**config.mk**
```make
export PLATFORM = sky130hd
export DESIGN_NAME = flash_ident_status
export DESIGN_NICKNAME = d
export VERILOG_FILES = /design/src/design/flash_ident_pkg.sv /design/src/design/flash_ident_status.sv /design/src/design/ident_decode.sv /design/src/design/sts_pulse_gen.sv
export SDC_FILE = /design/constraint.sdc
export NUM_CORES = 1
export LEC_CHECK = 0
export BUFFER_PORTS_ARGS = -buffer_cell sky130_fd_sc_hd__buf_2
export CAP_MARGIN = 15
export CELL_PAD_IN_SITES_DETAIL_PLACEMENT = 1
export CELL_PAD_IN_SITES_GLOBAL_PLACEMENT = 1
export CORE_MARGIN = 2
export CORE_UTILIZATION = 37
export CTS_CLUSTER_DIAMETER = 40
export DETAILED_ROUTE_END_ITERATION = 7
export GPL_TIMING_DRIVEN = 0
export PLACE_DENSITY = 0.8
export SLEW_MARGIN = 10
export SYNTH_ARGS = -nofsm -noshare
export SYNTH_HDL_FRONTEND = slang
export SYNTH_SLANG_ARGS = --single-unit
```
**constraint.sdc**
```tcl
create_clock -name ref_clk_i -period 4.1 [get_ports ref_clk_i]
set_input_delay 0 -clock ref_clk_i [delete_from_list [all_inputs] [get_ports ref_clk_i]]
set_output_delay 0 -clock ref_clk_i [all_outputs]
set_load 0.01 [all_outputs]
```
**src/design/flash_ident_pkg.sv**
```systemverilog
// Package: constants and carrier types for the identifier space and status pin block
package flash_ident_pkg;

  localparam int unsigned CLK_PERIOD_PS = 8000;

  // Command bytes and configuration codes
  localparam logic [7:0] CMD_PIN_CONFIG = 8'hB8;
  localparam logic [7:0] CODE_READY_BUSY = 8'h00;
  localparam logic [7:0] CODE_PULSE_ERASE = 8'h01;
  localparam logic [7:0] CODE_PULSE_PROG = 8'h02;
  localparam logic [7:0] CODE_PULSE_BOTH = 8'h03;

  // Pulse width and latency figures in their own units
  localparam int unsigned PULSE_LOW_NS = 250;
  localparam int unsigned PULSE_LOW_CYC = (PULSE_LOW_NS * 1000) / CLK_PERIOD_PS;
  localparam int unsigned PROG_SUSPEND_MAX_US = 20;
  localparam int unsigned ERASE_SUSPEND_MAX_US = 25;
  localparam int unsigned SUSPEND_TYP_US = 1;
  localparam int unsigned PROG_SUSPEND_MAX_CYC = (PROG_SUSPEND_MAX_US * 1000000) / CLK_PERIOD_PS;
  localparam int unsigned ERASE_SUSPEND_MAX_CYC = (ERASE_SUSPEND_MAX_US * 1000000) / CLK_PERIOD_PS;
  localparam int unsigned SUSPEND_TYP_CYC = (SUSPEND_TYP_US * 1000000) / CLK_PERIOD_PS;
  localparam int unsigned WORD_PROG_EFF_US = 12;
  localparam int unsigned BYTE_PROG_EFF_US = 6;
  localparam int unsigned WORD_PROG_EFF_CYC = (WORD_PROG_EFF_US * 1000000) / CLK_PERIOD_PS;

  // Identifier space word addresses
  localparam logic [20:0] ID_ADDR_MAKER = 21'h000000;
  localparam logic [20:0] ID_ADDR_PART = 21'h000001;
  localparam logic [15:0] ID_OFS_BLOCK_PROT = 16'h0002;
  localparam logic [20:0] ID_ADDR_BURST_CFG = 21'h000005;
  localparam logic [20:0] ID_ADDR_PROT_BASE = 21'h000080;
  localparam int unsigned PROT_SEL_BIT = 7;
  localparam logic [3:0] PROT_LOCK_IDX = 4'h0;
  localparam logic [3:0] PROT_UID_LAST = 4'h4;
  localparam logic [3:0] PROT_USER_LAST = 4'h8;
  localparam int unsigned PROT_WORDS = 9;
  localparam int unsigned BLOCK_BITS = 5;
  localparam int unsigned BLOCKS = 32;
  localparam logic [15:0] PROT_YES = 16'h0001;
  localparam logic [15:0] PROT_NO = 16'h0000;
  localparam logic [15:0] PROT_LOCK_RESET = 16'hFFFE;
  localparam logic [15:0] BURST_CFG_RESET = 16'hBFCF;

  typedef enum logic [3:0] {
    PIN_LEVEL = 4'b0001,
    PIN_ERASE = 4'b0010,
    PIN_PROG = 4'b0100,
    PIN_BOTH = 4'b1000
  } pin_mode_t;

  // Controller activity as seen by this block
  typedef struct packed {
    logic busy;
    logic suspended;
    logic erase_done;
    logic prog_done;
  } pe_status_t;

  // Bus write carried into the block
  typedef struct packed {
    logic valid;
    logic [20:0] addr;
    logic [15:0] data;
  } bus_wr_t;

endpackage

```
**src/design/flash_ident_status.sv**
```systemverilog
// Identifier read space, status pin configuration and suspend latency for a parallel flash
// Function
// Level mode: pin low while busy, else released
// Code 01h: pulse on erase completion only
// Code 02h: pulse on program completion only
// Code 03h: pulse on either completion
// Pulse holds low about 250 ns
// Addresses 0 and 1 give maker, part
// Block start plus 2 gives protection state
// Address 5 gives burst configuration value
// Protection words start at word 80h
// Lock, four unique, four user words
// Buffered programming: 12 us per word
// Program suspend pauses within 20 us
// Erase suspend pauses within 25 us
// Reset selects level ready/busy mode
// Configure refused while busy or suspended
// Invalid code flags a status error
// Host writes B8h then the code
`timescale 1ns/1ps
module flash_ident_status #(
  parameter logic [15:0] MAKER_ID = 16'h00A5, // Arbitrary value
  parameter logic [15:0] PART_ID = 16'h5A01, // Arbitrary value
  parameter int unsigned PROG_SUSPEND_CYC = flash_ident_pkg::PROG_SUSPEND_MAX_CYC,
  parameter int unsigned ERASE_SUSPEND_CYC = flash_ident_pkg::ERASE_SUSPEND_MAX_CYC,
  parameter int unsigned WORD_PROG_CYC = flash_ident_pkg::WORD_PROG_EFF_CYC
) (
  input wire logic ref_clk_i, // System clock
  input wire logic sys_rst_i, // Async reset, active high
  input wire flash_ident_pkg::bus_wr_t cmd_wr_i, // Decoded bus write
  input wire logic [20:0] rd_addr_i, // Identifier read address
  input wire logic [31:0] block_prot_i, // Per-block protection flags
  input wire logic [15:0] burst_cfg_i, // Burst configuration value
  input wire logic [143:0] prot_words_i, // Stored protection words
  input wire logic prog_start_i, // Buffered program of N words starts
  input wire logic [4:0] prog_words_i, // Word count minus one of that program
  input wire logic erase_start_i, // Block erase starts
  input wire logic [31:0] erase_cycles_i, // Erase duration in cycles
  input wire logic suspend_i, // Suspend command pulse
  input wire logic resume_i, // Resume command pulse
  output logic [15:0] ident_data_o, // Identifier data, registered
  output logic sts_oe_o, // Ready-status pin pulled low when high
  output logic sts_out_o, // Ready-status pin value, always low
  output logic busy_o, // Controller busy
  output logic suspended_o, // Operation suspended
  output logic cfg_error_o, // Invalid code seen, sticky
  output logic [3:0] pin_mode_o // Current pin mode
);

  // ------------------------------------------------------------
  // Types and state
  // ------------------------------------------------------------
  typedef enum logic [3:0] {
    OP_IDLE = 4'b0001,
    OP_PROG = 4'b0010,
    OP_ERASE = 4'b0100,
    OP_PAUSE = 4'b1000
  } op_state_t;

  op_state_t op_state;
  op_state_t paused_from;
  logic [31:0] op_count;
  logic [31:0] pause_count;
  logic pause_req;
  logic cfg_armed;
  logic busy_now;
  flash_ident_pkg::pin_mode_t pin_mode;
  flash_ident_pkg::pe_status_t pe;
  logic [15:0] ident_comb;
  logic sts_oe;
  logic cfg_second;

  // ------------------------------------------------------------
  // Helper functions
  // ------------------------------------------------------------
  function automatic logic code_valid(input logic [15:0] d);
    code_valid = d[15:8] == 8'h00 && d[7:0] <= flash_ident_pkg::CODE_PULSE_BOTH;
  endfunction

  function automatic flash_ident_pkg::pin_mode_t code_to_mode(input logic [7:0] c);
    unique case (c)
      flash_ident_pkg::CODE_PULSE_ERASE: code_to_mode = flash_ident_pkg::PIN_ERASE;
      flash_ident_pkg::CODE_PULSE_PROG: code_to_mode = flash_ident_pkg::PIN_PROG;
      flash_ident_pkg::CODE_PULSE_BOTH: code_to_mode = flash_ident_pkg::PIN_BOTH;
      default: code_to_mode = flash_ident_pkg::PIN_LEVEL;
    endcase
  endfunction

  // ------------------------------------------------------------
  // Program/erase timing model
  // ------------------------------------------------------------
  assign busy_now = op_state == OP_PROG || op_state == OP_ERASE;

  // Duration per buffered word is the effective time, not the raw cell time
  always_ff @(posedge ref_clk_i or posedge sys_rst_i) begin
    if (sys_rst_i) begin
      op_state <= OP_IDLE;
      paused_from <= OP_IDLE;
      op_count <= 32'h0000_0000;
      pe.erase_done <= 1'b0;
      pe.prog_done <= 1'b0;
    end else begin
      pe.erase_done <= 1'b0;
      pe.prog_done <= 1'b0;
      unique case (op_state)
        OP_IDLE: begin
          if (prog_start_i) begin
            op_state <= OP_PROG;
            op_count <= 32'(WORD_PROG_CYC) * (32'(prog_words_i) + 32'h0000_0001);
          end else if (erase_start_i) begin
            op_state <= OP_ERASE;
            op_count <= erase_cycles_i;
          end
        end
        OP_PROG, OP_ERASE: begin
          if (pause_req && pause_count == 32'h0000_0000) begin
            paused_from <= op_state;
            op_state <= OP_PAUSE;
          end else if (op_count <= 32'h0000_0001) begin
            op_state <= OP_IDLE;
            pe.prog_done <= op_state == OP_PROG;
            pe.erase_done <= op_state == OP_ERASE;
          end else begin
            op_count <= op_count - 32'h0000_0001;
          end
        end
        OP_PAUSE: begin
          if (resume_i) begin
            op_state <= paused_from;
          end
        end
      endcase
    end
  end

  // Pause takes the typical latency, clamped to the worst case limit
  always_ff @(posedge ref_clk_i or posedge sys_rst_i) begin
    if (sys_rst_i) begin
      pause_req <= 1'b0;
      pause_count <= 32'h0000_0000;
    end else if (suspend_i && busy_now && !pause_req) begin
      pause_req <= 1'b1;
      if (op_state == OP_PROG) begin
        pause_count <= 32'(flash_ident_pkg::SUSPEND_TYP_CYC < PROG_SUSPEND_CYC ?
                           flash_ident_pkg::SUSPEND_TYP_CYC : PROG_SUSPEND_CYC);
      end else begin
        pause_count <= 32'(flash_ident_pkg::SUSPEND_TYP_CYC < ERASE_SUSPEND_CYC ?
                           flash_ident_pkg::SUSPEND_TYP_CYC : ERASE_SUSPEND_CYC);
      end
    end else if (!busy_now) begin
      pause_req <= 1'b0;
    end else if (pause_req && pause_count != 32'h0000_0000) begin
      pause_count <= pause_count - 32'h0000_0001;
    end
  end

  always_comb begin
    pe.busy = busy_now;
    pe.suspended = op_state == OP_PAUSE;
  end

  // ------------------------------------------------------------
  // Status pin configuration command
  // ------------------------------------------------------------
  assign cfg_second = cmd_wr_i.valid && cfg_armed;

  always_ff @(posedge ref_clk_i or posedge sys_rst_i) begin
    if (sys_rst_i) begin
      cfg_armed <= 1'b0;
    end else if (cmd_wr_i.valid) begin
      // Refused setup leaves nothing armed; second write always disarms
      cfg_armed <= !cfg_armed && cmd_wr_i.data[7:0] == flash_ident_pkg::CMD_PIN_CONFIG
                   && !busy_now && op_state != OP_PAUSE; // see
    end
  end

  always_ff @(posedge ref_clk_i or posedge sys_rst_i) begin
    if (sys_rst_i) begin
      pin_mode <= flash_ident_pkg::PIN_LEVEL;
    end else if (cfg_second && code_valid(cmd_wr_i.data)) begin
      pin_mode <= code_to_mode(cmd_wr_i.data[7:0]);
    end
  end

  // Sticky until reset; clearing belongs to the status register owner
  always_ff @(posedge ref_clk_i or posedge sys_rst_i) begin
    if (sys_rst_i) begin
      cfg_error_o <= 1'b0;
    end else if (cfg_second && !code_valid(cmd_wr_i.data)) begin
      cfg_error_o <= 1'b1;
    end
  end

  // ------------------------------------------------------------
  // Pin driver and identifier decode
  // ------------------------------------------------------------
  sts_pulse_gen u_pulse (
    .ref_clk_i(ref_clk_i),
    .sys_rst_i(sys_rst_i),
    .mode_i(pin_mode),
    .pe_i(pe),
    .pin_oe_o(sts_oe)
  );

  ident_decode u_decode (
    .addr_i(rd_addr_i),
    .maker_id_i(MAKER_ID),
    .part_id_i(PART_ID),
    .block_prot_i(block_prot_i),
    .burst_cfg_i(burst_cfg_i),
    .prot_words_i(prot_words_i),
    .data_o(ident_comb)
  );

  always_ff @(posedge ref_clk_i or posedge sys_rst_i) begin
    if (sys_rst_i) begin
      ident_data_o <= 16'h0000;
      busy_o <= 1'b0;
      suspended_o <= 1'b0;
      pin_mode_o <= flash_ident_pkg::PIN_LEVEL;
      sts_out_o <= 1'b0;
    end else begin
      ident_data_o <= ident_comb;
      busy_o <= pe.busy;
      suspended_o <= pe.suspended;
      pin_mode_o <= pin_mode;
      sts_out_o <= 1'b0;
    end
  end

  assign sts_oe_o = sts_oe;

endmodule

```
**src/design/ident_decode.sv**
```systemverilog
// Identifier space read decoder
`timescale 1ns/1ps
module ident_decode (
  input wire logic [20:0] addr_i, // Word address
  input wire logic [15:0] maker_id_i, // Maker identifier
  input wire logic [15:0] part_id_i, // Part identifier
  input wire logic [31:0] block_prot_i, // Per-block protection
  input wire logic [15:0] burst_cfg_i, // Burst configuration value
  input wire logic [143:0] prot_words_i, // Protection words, lock first
  output logic [15:0] data_o // Identifier data
);

  logic [15:0] low_ofs;
  logic [3:0] idx;

  assign low_ofs = addr_i[15:0];
  assign idx = addr_i[3:0];

  always_comb begin
    data_o = 16'h0000;
    if (addr_i == flash_ident_pkg::ID_ADDR_MAKER) begin
      data_o = maker_id_i;
    end else if (addr_i == flash_ident_pkg::ID_ADDR_PART) begin
      data_o = part_id_i;
    end else if (addr_i == flash_ident_pkg::ID_ADDR_BURST_CFG) begin
      data_o = burst_cfg_i;
    end else if (addr_i[20:4] == flash_ident_pkg::ID_ADDR_PROT_BASE[20:4]
                 && idx <= flash_ident_pkg::PROT_USER_LAST) begin
      // Upper offset bits must be clear too, or 90h..F8h would alias the words
      data_o = prot_words_i[idx * 16 +: 16]; // see
    end else if (low_ofs == flash_ident_pkg::ID_OFS_BLOCK_PROT) begin
      data_o = block_prot_i[addr_i[20:16]] ? flash_ident_pkg::PROT_YES
                                           : flash_ident_pkg::PROT_NO;
    end
  end

endmodule

```
**src/design/sts_pulse_gen.sv**
```systemverilog
// Ready-status pin driver: level mode or timed low pulses
`timescale 1ns/1ps
module sts_pulse_gen (
  input wire logic ref_clk_i, // System clock
  input wire logic sys_rst_i, // Async reset, active high
  input wire flash_ident_pkg::pin_mode_t mode_i, // Pin mode
  input wire flash_ident_pkg::pe_status_t pe_i, // Controller activity
  output logic pin_oe_o // High while pin is pulled low
);

  logic [7:0] count;
  logic fire;

  always_comb begin
    unique case (mode_i)
      flash_ident_pkg::PIN_ERASE: fire = pe_i.erase_done;
      flash_ident_pkg::PIN_PROG: fire = pe_i.prog_done;
      flash_ident_pkg::PIN_BOTH: fire = pe_i.erase_done | pe_i.prog_done;
      default: fire = 1'b0;
    endcase
  end

  always_ff @(posedge ref_clk_i or posedge sys_rst_i) begin
    if (sys_rst_i) begin
      count <= 8'h00;
    end else if (fire) begin
      count <= 8'(flash_ident_pkg::PULSE_LOW_CYC);
    end else if (count != 8'h00) begin
      count <= count - 8'h01;
    end
  end

  // Pin is open drain: output value is always low, enable decides
  always_ff @(posedge ref_clk_i or posedge sys_rst_i) begin
    if (sys_rst_i) begin
      pin_oe_o <= 1'b0;
    end else if (mode_i == flash_ident_pkg::PIN_LEVEL) begin
      pin_oe_o <= pe_i.busy;
    end else begin
      pin_oe_o <= fire | (count > 8'h01);
    end
  end

endmodule

```
==> results.tsv <==
metric	value	unit
Yosys top cell by area	dfrtp_1	
Max transition margin	31.9	%
post-layout minimum cycle time	3.92	ns
H-Tree Level Count	3	
FF-to-FF setup slack	0.88	ns
buffer cell driving the clock tree root	clkbuf_16	
reg-to-reg critical path startpoint	pause_count[25]	
violation count after the first detailed-routing iteration	625	
Yosys top cell area share	32.0	%
maximum net fanout on the critical path	5	
die boundary height	155	um
number of cells after detailed placement	1492	
share of post-route cells with drive strength above 1	31.7	%
Pre-antenna DRT Iters	5	
number of buffers on the longest clock path	2	
wire length of the first global-routing pass	52700	um
sequential-to-total area share from yosys stat	33.2	%
setup TNS	0	ns
startpoint class of the critical path	primary input	
TritonCTS clock tree	done	
distinct cell type count of the synthesized netlist	71	
count of cells along the worst hold path	4	
Period Utilization, post-route	95.7	%
growth of design area from synthesis to finish	32.4	%
effective utilization at floorplan	37.5	%
launch point of the worst path	prog_words_i[1]	
cell count after synthesis	914	
Clock Latency Late Sink	0.37	ns
Placeable Area	0.0225	sq mm
routed wire length	35400	um
worst endpoint required time	4.34	ns
# clock sinks	112	
largest net degree at the start of global routing	79	
non-filler cells, final	1567	
# rows	55	
most instantiated cells after synthesis	dfrtp_1 (108), nor2_1 (94), nand2_1 (74)	
type of element capturing the critical path	flip-flop	
count of cells along the worst register-to-register path	7	
outcome	finished, final reports clean	
final setup vio count	0	
global-route total usage across every layer	28.9	%
Final Hold Vio Count	0	
number of buffers created by CTS	9	
maximum capacitance violations	0	
Syn Area/Cell	9.24	sq um
ratio of routed vias to standard cells	5.78	
DR vias	9065	
largest vdd supply drop	0.000317	V
cell area after synthesis	0.00844	sq mm
vias in the first global route	9602	
# nets final	1608	
average detailed-routed wire length per instance	22.6	um
Pwr Density	538	mW/mm^2
total number of yosys warnings	0	
setup skew after layout	0.0142	ns
DIE AREA	0.0240	sq mm
top_reg_cell synth	dfrtp_1	
Filler Cell Count	2696	
ys async rst share	100	%
standby leakage power	5.08	nW
register bit count reported by yosys	112	
Die W	155	um
Ports	319	
antenna violations before repair	12	
sink of the worst hold path	op_count[26]	
worst r2r dst	op_count[29]	
Residual DRC	0	
slew at the pin with the worst max-slew slack	1.02	ns
Worst Setup Path Type	in2reg	
DPL Wire Length	27700	um
leading cell type by number of instances after synthesis	dfrtp_1	
placer congestion estimate	1.04	
Post-DRT Antenna Nets	0	
clock transition at the registers of the reported paths	0.08	ns
maximum clock frequency	255	MHz
worst hold path class	in2reg	
critical path arrival	4.17	ns
beginning of the worst hold path	erase_cycles_i[26]	
aggregate global routing overflow	0	
count of final max-slew check failures	0	
dominant cells by area after synthesis	dfrtp_1 (32%), mux4_2 (11%), ha_1 (4.9%)	
PortBufs	292	
number of flops mapped to enable cells by yosys	0	
syn_nets	1254	
[flip-flops by register name (all words and copies together), names as in the netlist]
register	count
op_count	32
pause_count	32
ident_data_o	16
u_pulse.count	8
op_state	4
paused_from	4
pin_mode	4
pin_mode_o	4
pe	2
busy_o	1
cfg_armed	1
cfg_error_o	1
pause_req	1
suspended_o	1
u_pulse.pin_oe_o	1
[report_power, final]
part           leakage (nW)  total, W  switching (W)  internal [W]
registers              1.42   0.00165       0.000258       0.00139
clock network         0.141  0.000867       0.000447      0.000420
logic                  3.51   0.00350        0.00214       0.00136
[logic make-up (layout without fill, tap and decap cells)]
kind of cell	Yosys count	in the layout	synth area share [%]
multiplexers	56	56	12.8
adder cells (fa/ha/maj)	46	46	7.97
AO/OA/AOI/OAI	226	226	16.8
buffers and inverters	101	460	4.62
flip-flops	112	112	33.2
XOR/XNOR	48	48	4.98
other	1	10	0.0444
AND/OR/NAND/NOR	324	324	19.5
[per-layer routing]
layer	vias up	track usage, %	share of wire [%]
met2	435	48.0	49
met5	-	0	0.10
met4	6	12.1	4.3
met1	4456	34.5	38
li1	4070	-	-
met3	98	9.25	9.0
[through the flow]
step | setup WS (ns) | util (%) | cell area (sq um) | hold WS [ns] | power (W)
after floorplan | 0.234 | - | 8440 | 0.0926 | 0.00397
after global placement | -0.438 | 45.6 | 10300 | 0.203 | 0.00487
after detailed placement | -0.662 | 45.8 | 10300 | 0.0186 | 0.00502
after CTS | 0.0393 | 49.3 | 11100 | 0.00525 | 0.00595
after global routing | -0.00708 | 49.7 | 11200 | 0.0190 | 0.00650
final | 0.177 | 49.7 | 11200 | 0.00399 | 0.00601
[worst max path at each step]
stage / end / slack, ns
3_5_place_dp: op_count[16] / -0.66
4_1_cts: op_count[16] / 0.04
3_3_place_gp: op_count[16] / -0.44
2_1_floorplan: op_count[16] / 0.23
5_1_grt: op_count[16] / -0.007
6_report: op_count[16] / 0.18
[critical path: stages]
cell and delay, ns:
buf_2 0.13, ha_1 0.22, xor2_1 0.45, ha_4 0.30
xnor2_1 0.16, fa_1 0.50, inv_1 0.06, fa_1 0.53
inv_1 0.04, ha_1 0.35, o21ai_1 0.14, o21ai_2 0.24
a41oi_2 0.16, a21oi_1 0.19, xnor2_1 0.17, a211oi_1 0.13
or3_1 0.40
[repair_timing]
action / 4_1_cts / 5_1_grt
hold endpoints to repair: 73 / 0
setup endpoints to repair: 3 / 4
gates resized for setup: 6 / 10
pin swaps: 0 / 1
hold buffers: 49 / 0
setup buffers: 0 / 1
[cells in the final DEF (no fill, tap or decap), types with 7 or more instances in the layout]
master / count
buf_2: 298
dfrtp_1: 108
nor2_1: 93
nand2_1: 74
o21ai_0: 62
a21oi_1: 60
inv_1: 52
dlygate4sd3_1: 49
mux4_2: 41
clkbuf_1: 40
nor3_1: 39
ha_1: 31
xnor2_1: 29
nand3_1: 20
xor2_1: 17
nor4_1: 16
o21ai_1: 13
fa_1: 13
o22ai_1: 11
a22oi_1: 10
diode_2: 9
or4_1: 9
or3_1: 9
clkbuf_16: 9
nor2b_1: 8
or2_2: 7
nand4_1: 7
[cell type report]
cell class / count / area, sq um / area share (%)
Antenna cell: 9 / 22.5 / 0.201
Timing Repair Buffer: 343 / 1990 / 17.8
Buffer: 48 / 193 / 1.72
Sequential cell: 112 / 2810 / 25.1
Tap cell: 285 / 357 / 3.19
Inverter: 53 / 204 / 1.82
Clock inverter: 7 / 53.8 / 0.481
Clock buffer: 9 / 225 / 2.01
Multi-Input combinational cell: 701 / 5330 / 47.7
Power figures use the tool's default switching activity.
